<file path="config.mk">
export PLATFORM = sky130hd
export DESIGN_NAME = vlg_regs
export DESIGN_NICKNAME = d
export VERILOG_FILES = /design/src/include/vlg_pkg.sv /design/src/vlg_regs.sv
export SDC_FILE = /design/constraint.sdc
export NUM_CORES = 1
export LEC_CHECK = 0
export ABC_AREA = 0
export BUFFER_PORTS_ARGS = -buffer_cell sky130_fd_sc_hd__buf_2
export CAP_MARGIN = 20
export CORE_MARGIN = 2
export CORE_UTILIZATION = 45
export DETAILED_ROUTE_END_ITERATION = 12
export HOLD_SLACK_MARGIN = 0.08
export PLACE_DENSITY = 0.78
export RECOVER_POWER = 25
export SLEW_MARGIN = 20
export SYNTH_ARGS = -nofsm -noshare
export SYNTH_HDL_FRONTEND = slang
export SYNTH_SLANG_ARGS = --single-unit
</file>
<file path="constraint.sdc">
create_clock -name clk_i -period 3.3 [get_ports clk_i]
set_clock_uncertainty 0.05 [all_clocks]
set_input_delay 0.165 -clock clk_i [delete_from_list [all_inputs] [get_ports clk_i]]
set_output_delay 0.165 -clock clk_i [all_outputs]
set_load 0.02 [all_outputs]
</file>
<file path="src/include/vlg_pkg.sv">
// Purpose: constants for the video level and gain control register bank
// Assumes: classic wishbone, 32-bit data, one aligned word per register
// Notes:   register offsets are indices; byte address is four times index
package vlg_pkg;

  // ***************************************************************
  // bus geometry
  // ***************************************************************
  localparam int unsigned ADR_W   = 10;
  localparam int unsigned IDX_LSB = 2;
  localparam int unsigned IDX_W   = 8;
  localparam int unsigned REG_W   = 8;

  // ***************************************************************
  // register indices
  // ***************************************************************
  localparam logic [7:0] IDX_CB_GAIN_LOW = 8'h5B;
  localparam logic [7:0] IDX_CR_GAIN_LOW = 8'h5C;
  localparam logic [7:0] IDX_BLACK_CB    = 8'h5D;
  localparam logic [7:0] IDX_BLANK_CR    = 8'h5E;
  localparam logic [7:0] IDX_FILTER_VBI  = 8'h5F;
  localparam logic [7:0] IDX_STD_DAC     = 8'h61;
  localparam logic [7:0] IDX_BURST_RT    = 8'h62;

  // ***************************************************************
  // reset values
  // ***************************************************************
  localparam logic [7:0] RST_CB_GAIN_LOW = 8'h00;
  localparam logic [7:0] RST_CR_GAIN_LOW = 8'h00;
  localparam logic [7:0] RST_BLACK_CB    = 8'h00;
  localparam logic [7:0] RST_BLANK_CR    = 8'h35;
  localparam logic [7:0] RST_FILTER_VBI  = 8'h35;
  localparam logic [7:0] RST_STD_DAC     = 8'h86;
  localparam logic [7:0] RST_BURST_RT    = 8'h2F;

  // ***************************************************************
  // field positions
  // ***************************************************************
  localparam int unsigned B_GAIN_MSB  = 7;
  localparam int unsigned B_RT_EN     = 6;
  localparam int unsigned B_LEVEL_HI  = 5;
  localparam int unsigned B_CCF_HI    = 7;
  localparam int unsigned B_CCF_LO    = 6;
  localparam int unsigned B_RGB_DOWN  = 7;
  localparam int unsigned B_COMP_DOWN = 6;
  localparam int unsigned B_PAL_INV   = 5;
  localparam int unsigned B_LUMA_GAIN = 4;
  localparam int unsigned B_SECAM     = 3;
  localparam int unsigned B_CHROMA_BW = 2;
  localparam int unsigned B_PAL       = 1;
  localparam int unsigned B_LINE_LEN  = 0;
  localparam int unsigned B_SC_RT_EN  = 7;
  localparam int unsigned B_BURST_HI  = 6;

  // ***************************************************************
  // real-time control input lanes and line lengths
  // ***************************************************************
  localparam int unsigned RTC_W         = 3;
  localparam int unsigned RTC_FIELD     = 0;
  localparam int unsigned RTC_PHASE_RST = 1;
  localparam int unsigned RTC_PAL_SW    = 2;
  localparam logic [9:0]  LINE_PIX_LONG  = 10'h360;
  localparam logic [9:0]  LINE_PIX_SHORT = 10'h35A;

endpackage

</file>
<file path="src/vlg_regs.sv">
// Purpose: level, gain and standard control registers of a video encoder
// Assumes: classic wishbone slave, 20 MHz clk_i, synchronous reset
// Notes:   real-time control lanes arrive from another clock domain
//
// Function
// [RULE1] cr gain: 8 low bits plus blank bit7
// [RULE2] cr code zero gives zero V contribution
// [RULE3] cr code 129 nominal in SECAM
// [RULE4] cb gain msb is black-level register bit7
// [RULE5] field parity enable gates odd/even input
// [RULE6] 6-bit black level field, linear steps
// [RULE7] software programs black level 58 or 51
// [RULE8] phase reset enable gates phase reset input
// [RULE9] 6-bit blanking level, resets to 35h
// [RULE10] software programs blanking 46 or 53
// [RULE11] 2-bit cross-color filter select, 00 off
// [RULE12] 6-bit vertical blanking interval level
// [RULE13] rgb dac down bit, resets to 1
// [RULE14] composite dac down bit, resets to 0
// [RULE15] pal phase invert only with rt enabled
// [RULE16] luma gain select 100 or 92.5 IRE
// [RULE17] secam bit; software clears pal select
// [RULE18] chroma bandwidth select, resets to standard
// [RULE19] pal select bit, resets to PAL
// [RULE20] line length 864 or 858 pixel clocks
// [RULE21] subcarrier real-time control enable, resets off
// [RULE22] 7-bit burst amplitude field
// [RULE23] burst amplitude resets to 2Fh
//
// Added by the designer: the Wishbone register port.
`timescale 1ns/100ps

module vlg_regs
  import vlg_pkg::*;
(
  input  wire logic               clk_i,
  input  wire logic               rst_i,
  // wishbone slave
  input  wire logic               cyc_i,
  input  wire logic               stb_i,
  input  wire logic               we_i,
  input  wire logic [ADR_W-1:0]   adr_i,
  input  wire logic [3:0]         sel_i,
  input  wire logic [31:0]        dat_i,
  output logic      [31:0]        dat_o,
  output logic                    ack_o,
  // real-time control lanes from the external decoder
  input  wire logic [RTC_W-1:0]   realtime_control_input_i,
  // control outputs to the encoding datapath
  output logic      [8:0]         cr_chroma_gain_o,
  output logic      [8:0]         cb_chroma_gain_o,
  output logic      [5:0]         black_level_o,
  output logic      [5:0]         blanking_level_o,
  output logic      [5:0]         vbi_blanking_level_o,
  output logic      [1:0]         cross_color_filter_select_o,
  output logic                    rgb_dac_down_o,
  output logic                    composite_dac_down_o,
  output logic                    luma_gain_select_o,
  output logic                    secam_enable_o,
  output logic                    chroma_bandwidth_select_o,
  output logic                    pal_enable_o,
  output logic      [9:0]         line_pixels_o,
  output logic      [6:0]         burst_amplitude_o,
  output logic                    subcarrier_rt_enable_o,
  output logic                    field_parity_o,
  output logic                    phase_reset_o,
  output logic                    pal_switch_invert_o
);

  // *****************************************************************
  // register storage
  // *****************************************************************
  logic [REG_W-1:0] cb_low_r;
  logic [REG_W-1:0] cr_low_r;
  logic [REG_W-1:0] black_cb_r;
  logic [REG_W-1:0] blank_cr_r;
  logic [REG_W-1:0] filter_vbi_r;
  logic [REG_W-1:0] std_dac_r;
  logic [REG_W-1:0] burst_rt_r;

  logic             ack_r;
  logic [31:0]      dat_r;
  logic [31:0]      dat_nxt;
  logic             wr_en;
  logic [IDX_W-1:0] idx;

  // *****************************************************************
  // bus decode
  // *****************************************************************
  // only lane 0 carries register data; upper lanes are ignored
  assign idx   = adr_i[IDX_LSB +: IDX_W];
  assign wr_en = cyc_i && stb_i && we_i && !ack_r && sel_i[0];

  // one wait state: ack one cycle after the request, then drop
  always_ff @(posedge clk_i)
  begin
    if (rst_i)
      ack_r <= 1'b0;
    else
      ack_r <= cyc_i && stb_i && !ack_r;
  end

  // read mux; unmapped indices read as zero but still ack
  always_comb
  begin
    dat_nxt = 32'h0000_0000;
    unique case (idx)
      IDX_CB_GAIN_LOW: dat_nxt[REG_W-1:0] = cb_low_r;
      IDX_CR_GAIN_LOW: dat_nxt[REG_W-1:0] = cr_low_r;
      IDX_BLACK_CB:    dat_nxt[REG_W-1:0] = black_cb_r;
      IDX_BLANK_CR:    dat_nxt[REG_W-1:0] = blank_cr_r;
      IDX_FILTER_VBI:  dat_nxt[REG_W-1:0] = filter_vbi_r;
      IDX_STD_DAC:     dat_nxt[REG_W-1:0] = std_dac_r;
      IDX_BURST_RT:    dat_nxt[REG_W-1:0] = burst_rt_r;
      default:         dat_nxt = 32'h0000_0000;
    endcase
  end

  // read data registered so the output comes straight from a flop
  always_ff @(posedge clk_i)
  begin
    if (rst_i)
      dat_r <= 32'h0000_0000;
    else
      dat_r <= dat_nxt;
  end

  assign ack_o = ack_r;
  assign dat_o = dat_r;

  // *****************************************************************
  // gain registers
  // *****************************************************************
  // msb of each 9-bit gain lives in a level register
  always_ff @(posedge clk_i)
  begin
    if (rst_i)
    begin
      cb_low_r <= RST_CB_GAIN_LOW;
      cr_low_r <= RST_CR_GAIN_LOW;
    end
    else if (wr_en)
    begin
      if (idx == IDX_CB_GAIN_LOW)
        cb_low_r <= dat_i[REG_W-1:0]; // RULE4
      if (idx == IDX_CR_GAIN_LOW)
        cr_low_r <= dat_i[REG_W-1:0]; // RULE1
    end
  end

  // *****************************************************************
  // level registers
  // *****************************************************************
  always_ff @(posedge clk_i)
  begin
    if (rst_i)
    begin
      black_cb_r   <= RST_BLACK_CB;
      blank_cr_r   <= RST_BLANK_CR;   // RULE9
      filter_vbi_r <= RST_FILTER_VBI;
    end
    else if (wr_en)
    begin
      if (idx == IDX_BLACK_CB)
        black_cb_r <= dat_i[REG_W-1:0];   // RULE6
      if (idx == IDX_BLANK_CR)
        blank_cr_r <= dat_i[REG_W-1:0];   // RULE9
      if (idx == IDX_FILTER_VBI)
        filter_vbi_r <= dat_i[REG_W-1:0]; // RULE11 RULE12
    end
  end

  // *****************************************************************
  // standard, dac and burst registers
  // *****************************************************************
  // the pal bit is kept as written even with secam set: software
  // owns that pairing, so the datapath sees exactly what was stored
  always_ff @(posedge clk_i)
  begin
    if (rst_i)
    begin
      std_dac_r  <= RST_STD_DAC;  // RULE13 RULE14 RULE18 RULE19
      burst_rt_r <= RST_BURST_RT; // RULE21 RULE23
    end
    else if (wr_en)
    begin
      if (idx == IDX_STD_DAC)
        std_dac_r <= dat_i[REG_W-1:0];  // RULE17
      if (idx == IDX_BURST_RT)
        burst_rt_r <= dat_i[REG_W-1:0]; // RULE22
    end
  end

  // *****************************************************************
  // control fields to the datapath
  // *****************************************************************
  // gain codes map straight through: code 0 nulls the subcarrier
  assign cr_chroma_gain_o = {blank_cr_r[B_GAIN_MSB], cr_low_r}; // RULE1 RULE2 RULE3
  assign cb_chroma_gain_o = {black_cb_r[B_GAIN_MSB], cb_low_r}; // RULE4
  assign black_level_o        = black_cb_r[B_LEVEL_HI:0];      // RULE6
  assign blanking_level_o     = blank_cr_r[B_LEVEL_HI:0];      // RULE9
  assign vbi_blanking_level_o = filter_vbi_r[B_LEVEL_HI:0];    // RULE12
  assign cross_color_filter_select_o =
    filter_vbi_r[B_CCF_HI:B_CCF_LO];                           // RULE11
  assign rgb_dac_down_o            = std_dac_r[B_RGB_DOWN];    // RULE13
  assign composite_dac_down_o      = std_dac_r[B_COMP_DOWN];   // RULE14
  assign luma_gain_select_o        = std_dac_r[B_LUMA_GAIN];   // RULE16
  assign secam_enable_o            = std_dac_r[B_SECAM];       // RULE17
  assign chroma_bandwidth_select_o = std_dac_r[B_CHROMA_BW];   // RULE18
  assign pal_enable_o              = std_dac_r[B_PAL];         // RULE19
  assign burst_amplitude_o      = burst_rt_r[B_BURST_HI:0];    // RULE22
  assign subcarrier_rt_enable_o = burst_rt_r[B_SC_RT_EN];      // RULE21

  // *****************************************************************
  // line length
  // *****************************************************************
  logic [9:0] line_pix_r;

  // decoded to a pixel count so the sync generator needs no table
  always_ff @(posedge clk_i)
  begin
    if (rst_i)
      line_pix_r <= LINE_PIX_LONG;
    else
      line_pix_r <= std_dac_r[B_LINE_LEN] ? LINE_PIX_SHORT
                                          : LINE_PIX_LONG; // RULE20
  end

  assign line_pixels_o = line_pix_r;

  // *****************************************************************
  // real-time control input synchroniser
  // *****************************************************************
  logic [RTC_W-1:0] rtc_s1_r;
  logic [RTC_W-1:0] rtc_s2_r;
  logic [RTC_W-1:0] rtc_s3_r;
  logic [RTC_W-1:0] rtc_stable_r;

  // a lane counts only once the second and third stages agree,
  // which rejects a single-cycle glitch at the cost of latency
  generate
    for (genvar g = 0; g < RTC_W; g++)
    begin : g_rtc_sync
      always_ff @(posedge clk_i)
      begin
        if (rst_i)
        begin
          rtc_s1_r[g]     <= 1'b0;
          rtc_s2_r[g]     <= 1'b0;
          rtc_s3_r[g]     <= 1'b0;
          rtc_stable_r[g] <= 1'b0;
        end
        else
        begin
          rtc_s1_r[g] <= realtime_control_input_i[g];
          rtc_s2_r[g] <= rtc_s1_r[g];
          rtc_s3_r[g] <= rtc_s2_r[g];
          if (rtc_s2_r[g] == rtc_s3_r[g])
            rtc_stable_r[g] <= rtc_s3_r[g];
        end
      end
    end
  endgenerate

  // *****************************************************************
  // real-time control gating
  // *****************************************************************
  logic field_r;
  logic phase_rst_r;
  logic phase_prev_r;
  logic pal_inv_r;

  // field parity and phase reset only pass when software enables them
  always_ff @(posedge clk_i)
  begin
    if (rst_i)
    begin
      field_r      <= 1'b0;
      phase_rst_r  <= 1'b0;
      phase_prev_r <= 1'b0;
    end
    else
    begin
      field_r <= black_cb_r[B_RT_EN] && rtc_stable_r[RTC_FIELD]; // RULE5
      phase_prev_r <= rtc_stable_r[RTC_PHASE_RST];
      phase_rst_r  <= blank_cr_r[B_RT_EN]
                      && rtc_stable_r[RTC_PHASE_RST]
                      && !phase_prev_r;                          // RULE8
    end
  end

  // pal switch inversion needs both the invert bit and rt enable
  always_ff @(posedge clk_i)
  begin
    if (rst_i)
      pal_inv_r <= 1'b0;
    else
      pal_inv_r <= std_dac_r[B_PAL_INV] && burst_rt_r[B_SC_RT_EN]
                   && rtc_stable_r[RTC_PAL_SW];                  // RULE15
  end

  assign field_parity_o      = field_r;
  assign phase_reset_o       = phase_rst_r;
  assign pal_switch_invert_o = pal_inv_r;
endmodule // vlg_regs

</file>
==> results.md, run 1 <==
* CP Launch Type: input port
* Final net count at 514
* Fin Setup TNS at 0 ns
* # rows at 33
* Die Width at 94.60 µm
* Clock Sinks at 83
* Root Driver: clkbuf_8
* Starting Density at 45.64%
* Setup bufs post-CTS at 0
* Syn Area/Cell at 9.823 µm²
* Max VDD drop at 0.0002805 V
* ANT nets after route at 0
* Top cells by area, synth: dfxtp_1, buf_4, mux2i_1
* Worst Path Max Fanout at 15
* Share of the synthesized area in the top cell type at 44.99%
* Vias post-DR at 2,882
* Async SR Flop Fraction at 0%
* Seq. cell area at 1662 µm²
* Drt pass-1 iters at 4
* Final setup viols at 0
* Post-DR vias/cell at 5.065
* Reg clk slew, reported paths at 0.08 ns
* Final Slew Violations at 47
* Count leader, synth: dfxtp_1
* Place WS at 0.9673 ns
* Commonest cells in the netlist: dfxtp_1, nor2_1, buf_4
* Ant diodes at 0
* DR DRC count at 0
* Largest net degree at the start of global routing at 47
* Total track usage at 19.58%
* CTS Buffer Depth at 2
* Initial DRC Count at 183
* Arrival time at the worst endpoint at 2.36 ns
* Post-Syn Instances at 376
* Die Ht at 94.60 µm
* Fraction of layout cells with a size suffix above 1 at 23.49%
* Fillers at 763
* Final Hold Viols at 0
* Req. time, crit path at 3.49 ns
* Tot Pwr at 0.001991 W
* Hold/Removal Path Class: in -> reg
* Seq/Total Area, Yosys at 44.99%
* Yosys top cell by area: dfxtp_1
* Peak Freq at 461.5 MHz
* Post-route worst setup slack at 1.133 ns
* Top Ports at 152
* CTS tree: yes
* Cell leakage power at 1.993 nW
* Dpl cell area at 3965 µm²
* CTS buffer count at 9
* Failing checks: max-capacitance violations, max-slew violations
* Initial antenna violation count at 0
* Most used flip-flop cell after synthesis: dfxtp_1
* CP Capture Type: flip-flop
* #FFs+latches synth at 83
* Crit path time final at 2.167 ns
* Area of the multi-input gates at 1622 µm²
* Final WL at 8760 µm
* Worst slew margin at -35.46%
* Power per cell area at 466.2 nW/µm²
* Yosys cell types at 44
* Die area at 8948 µm²
* Overflow after GRT at 0
* R2R Setup Slk at 1.28 ns
* Cts hold-fix bufs at 11
* Avg WL per Cell at 15.40 µm
* Core box area at 8093 µm²
* Gpl congestion at 0.8134
* H-tree depth at 3
* Post-cts sizing count at 0
* Non-Filler Instances at 569
* RSZ-0062 raised after global routing: false
* Status: finished with violations
* Dpl cells at 543
* Skew-Pair Late Insertion Delay at 0.35 ns
* Area grow syn2layout at 15.65%
* Actual slew at the worst max-slew pin at 2.032 ns
* Vias in the first global route at 2,609
* Final instance area at 4272 µm²
* Max Cap Violations at 1
* Port buffer count at 92
* EDFF count, synth at 0
* Synthesized area at 3694 µm²
* First-pass GRT wire length at 13,170 µm
* CP Class: in -> reg
* Post-DP HPWL at 6210 µm
* Final period util at 65.67%
* Synth warn at 0
==> logic make-up after synthesis <==
group           synth area share (%)
flops                          44.99
mux                            13.48
simple gates                   15.72
buf+inv                        13.96
other cells                   0.2033
compound gates                 11.65
==> cells in the final DEF (no fill, tap or decap), types with 3 or more instances in the layout <==
cell	netlist	routed
a211o_1	16	16
a21oi_1	19	19
a22o_1	7	7
a22oi_1	6	6
buf_2	4	66
buf_4	46	6
bufinv_16	0	3
clkbuf_1	8	26
clkbuf_8	3	9
clkinv_2	0	3
conb_1	2	30
dfxtp_1	83	83
dlygate4sd3_1	0	11
inv_1	11	11
mux2i_1	34	34
mux4_2	6	6
nand2_1	23	23
nand3_1	10	10
nor2_1	51	51
nor2b_1	10	10
nor3_1	3	3
o21ai_0	4	4
==> flip-flops by register name, indices dropped and copies added, names as in the netlist, 2 cells and up <==
signal and count:
black_cb_r 8, blank_cr_r 8, burst_rt_r 8, cb_low_r 8, cr_low_r 8, dat_o 8, filter_vbi_r 8, line_pixels_o 2
rtc_s1_r 3, rtc_s2_r 3, rtc_s3_r 3, rtc_stable_r 3, std_dac_r 8
==> final timing paths <==
kind / start / endpoint / cells past startpoint
max: stb_i / filter_vbi_r[2] / 7
min: dat_i[7] / cb_low_r[7] / 3
max reg2reg: ack_o / filter_vbi_r[2] / 4
min reg2reg: rtc_s1_r[2] / rtc_s2_r[2] / 1
==> layout make-up <==
type	instances	share of cell area, %
clock buffers	9	2.900
inverters	12	1.054
flip-flops and latches	83	38.90
well taps	105	3.076
repair buffers	109	13.65
multi-input cells	245	37.96
clock inverters	6	2.460
==> power breakdown <==
part           switching (W)  leakage [nW]  total, W  internal (W)
sequential        0.00000207         0.671   0.00101       0.00101
clock               0.000356         0.119  0.000851      0.000495
combinational      0.0000921          1.20  0.000133     0.0000408
==> worst max-delay path: stages <==
cell           delay [ns]
dlygate4sd3_1        0.52
buf_2                0.10
nand2_1              0.06
nor3_2               0.16
buf_4                0.25
nand4_1              0.62
a211o_1              0.48
==> per-layer routing <==
layer	global-route usage (%)	wire length (µm)	vias up
met5	0	0	-
met4	6.643	106	0
met3	7.582	769	8
met2	31.19	4193	112
met1	24.36	3689	1376
li1	-	-	1386
==> metrics by stage <==
| step | hold slack, ns | utilization, % |
|---|---|---|
| after floorplan | 0.1944 | - |
| after global placement | 0.3220 | 49.00 |
| after detailed placement | 0.3332 | 49.00 |
| after CTS | 0.08015 | 53.18 |
| after global routing | 0.1101 | 52.78 |
| final | 0.08625 | 52.78 |
Note: power is estimated with default switching activity, not from simulation.
==> inputs of run 2 (changes only) <==
==> constraint.sdc (replaced) <==
create_clock -name clk_i -period 2.3 [get_ports clk_i]
set_clock_uncertainty 0.05 [all_clocks]
set_input_delay 0.115 -clock clk_i [delete_from_list [all_inputs] [get_ports clk_i]]
set_output_delay 0.115 -clock clk_i [all_outputs]
set_load 0.02 [all_outputs]
==> run 2 against run 1 <==
  * Routed wire length fell by 0.62%
  * The flow still finishes with violations (max-capacitance violations, max-slew violations)
  * Critical path depth fell by 4
  * Sequential share of layout area fell by 0.53 points
  * Combinational power rose by 47%
==> results.md, run 2 (same netlist as run 1, synthesis figures left out) <==
* Reg clk slew, reported paths at 0.08 ns (about the same)
* Worst slew margin at -5.216% (+30 points)
* Drt pass-1 iters at 4 (unchanged)
* Post-cts sizing count at 0 (unchanged)
* P_int at 0.002115 W (+37%)
* Metal2 WL at 4066 µm (-3.0%)
* Area grow syn2layout at 17.24%
* Slowest-stage cell, CP: clkbuf_1
* Status: finished with violations
* Req. time, crit path at 2.47 ns (-1.02 ns)
* Fillers at 758 (-0.66%)
* Die Width at 94.60 µm (unchanged)
* Skew-Pair Late Insertion Delay at 0.35 ns (about the same)
* R2R Path End: cr_low_r[5]
* Sw frac at 23.65% (+1.0 points)
* Final setup viols at 0 (unchanged)
* Final Hold Viols at 0 (unchanged)
* Clock Sinks at 83 (unchanged)
* RR Startpoint: ack_o
* Worst path max stage delay at 1.11 ns (+0.49 ns)
* Place WS at 0.2715 ns (-0.6958 ns)
* Wire length on met3 at 714 µm (-7.2%)
* Post-DR vias/cell at 4.984 (-1.6%)
* Cell leakage power at 2.037 nW (+2.2%)
* R2r worst-path depth at 5 (+1)
* # rows at 33 (unchanged)
* Failing checks: max-capacitance violations, max-slew violations
* Initial DRC Count at 177 (-3.3%)
* Top Ports at 152 (unchanged)
* Port buffer count at 92 (unchanged)
* CP Capture Type: flip-flop
* CTS Buffer Depth at 2 (unchanged)
* First-pass GRT wire length at 13,270 µm (+0.73%)
* Worst hold margin at 0.1786 ns (+0.09230 ns)
* Final WL at 8706 µm (-0.62%)
* Peak Freq at 541.5 MHz
* Final Slew Violations at 38 (-19%)
* CP Launch Type: input port
* DR DRC count at 0 (unchanged)
* Hold path cells at 4 (+1)
* Starting Density at 45.64% (unchanged)
* CP Class: in -> reg
* Top Metal Used: met4
* Crit. Startpoint: rst_i
* Avg WL per Cell at 15.06 µm (-2.2%)
* Power per cell area at 639.6 nW/µm² (+37%)
* ANT nets after route at 0 (unchanged)
* Actual slew at the worst max-slew pin at 1.578 ns (-0.4536 ns)
* Max VDD drop at 0.0004627 V (+65%)
* Vias in the first global route at 2,650 (+1.6%)
* Vias post-DR at 2,881 (-0.035%)
* H-tree depth at 3 (unchanged)
* Root Driver: clkbuf_8
* Post-DP HPWL at 6234 µm (+0.39%)
* CTS buffer count at 9 (unchanged)
* Gpl congestion at 0.8525 (+4.8%)
* Die Ht at 94.60 µm (unchanged)
* Most frequent cells in the layout: dfxtp_1, buf_2, nor2_1
* Clock power frac at 40.7% (-2.0 points)
* Core box area at 8093 µm² (unchanged)
* Die area at 8948 µm² (unchanged)
* R2R Setup Slk at 0.57 ns (-0.71 ns)
* RSZ-0062 raised after global routing: false
* Initial antenna violation count at 0 (unchanged)
* Worst Path Max Fanout at 37 (+22)
* Most common cell after layout, fill and taps aside: dfxtp_1
* Power share of the combinational group at 7.1% (+0.4 points)
* Crit path time final at 1.847 ns
* Overflow after GRT at 0 (unchanged)
* CTS tree: yes
* Max Cap Violations at 1 (unchanged)
* Largest net degree at the start of global routing at 38 (-19%)
* Wl on met1 at 3782 µm (+2.5%)
* Final period util at 80.29%
* Hold Crit Start: adr_i[4]
* Total track usage at 19.56% (-0.020 points)
* Net Sw Power at 0.0006550 W (+45%)
* Hold/Removal Path Class: in -> reg
* Post-route worst setup slack at 0.4534 ns (-0.6795 ns)
* Final net count at 523 (+1.8%)
* Fin Setup TNS at 0 ns (unchanged)
* Arrival time at the worst endpoint at 2.01 ns (-0.35 ns)
* Seq pwr share at 52.2% (+1.6 points)
* Crit-path cells: clkbuf_1 -> clkbuf_2 -> nor2b_1
* Fraction of layout cells with a size suffix above 1 at 25.58% (+2.1 points)
* Ant diodes at 0 (unchanged)
* WHS Endpoint: dat_o[7]
==> run 2: cell types whose count changed in the layout (fill, tap and decap cells not counted) <==
cell           before  now
buf_4               6   11
clkbuf_1           26   21
inv_6               0    1
bufinv_16           3    2
clkinv_4            0    1
clkinvlp_4          0    1
clkbuf_2            0    1
buf_2              66   72
clkinv_2            3    1
dlygate4sd3_1      11   13
==> run 2: stage by stage <==
step	util, %	total power [W]	instances	cell area, µm²
2_1_floorplan	-	0.001639	404	3799
3_3_place_gp	49.80	0.001657	550	4030
3_5_place_dp	49.80	0.001660	550	4030
4_1_cts	54.05	0.002800	578	4374
5_1_grt	53.51	0.002879	578	4330
6_report	53.51	0.002770	578	4330
==> run 2: power by group through the flow <==
stage          clock network, W  registers [W]  logic [W]
4_1_cts                 0.00116        0.00145   0.000198
5_1_grt                 0.00122        0.00145   0.000213
3_3_place_gp                  0        0.00148   0.000178
2_1_floorplan                 0        0.00148   0.000158
3_5_place_dp                  0        0.00148   0.000180
6_report                0.00113        0.00145   0.000196
==> run 2: worst max-delay path by stage <==
stage | endpoint | cells past startpoint
floorplan | black_cb_r[0] | 5
global placement | cr_low_r[6] | 7
detailed placement | cr_low_r[5] | 7
CTS | cr_low_r[5] | 8
global route | cb_low_r[0] | 3
finish | rtc_s1_r[0] | 3
==> run 2: worst max-delay path, delay by kind of cell <==
family,cells,cell delay [ns]
and+or+nand+nor,1,0.11
buffers and inverters,2,1.77
==> run 2: area by class of cell <==
type / instances / area (µm²) / share of cell area, %
sequential: 83 / 1662 / 38.37
multi-input combinational: 245 / 1622 / 37.45
timing repair buffer: 118 / 656.9 / 15.17
tap: 105 / 131.4 / 3.034
clock buffer: 9 / 123.9 / 2.860
clock inverter: 6 / 90.09 / 2.080
inverter: 12 / 45.04 / 1.040
==> run 2: timing repair <==
action                                 4_1_cts  5_1_grt
hold buffers                                13        0
buffers inserted                             0        0
endpoints found under the hold margin       44        0
==> run 2: layer usage <==
| layer | track usage, % | vias up |
|---|---|---|
| met1 | 24.74 | 1337 |
| li1 | - | 1405 |
| met5 | 0 | - |
| met4 | 9.179 | 0 |
| met3 | 6.544 | 14 |
| met2 | 30.18 | 125 |
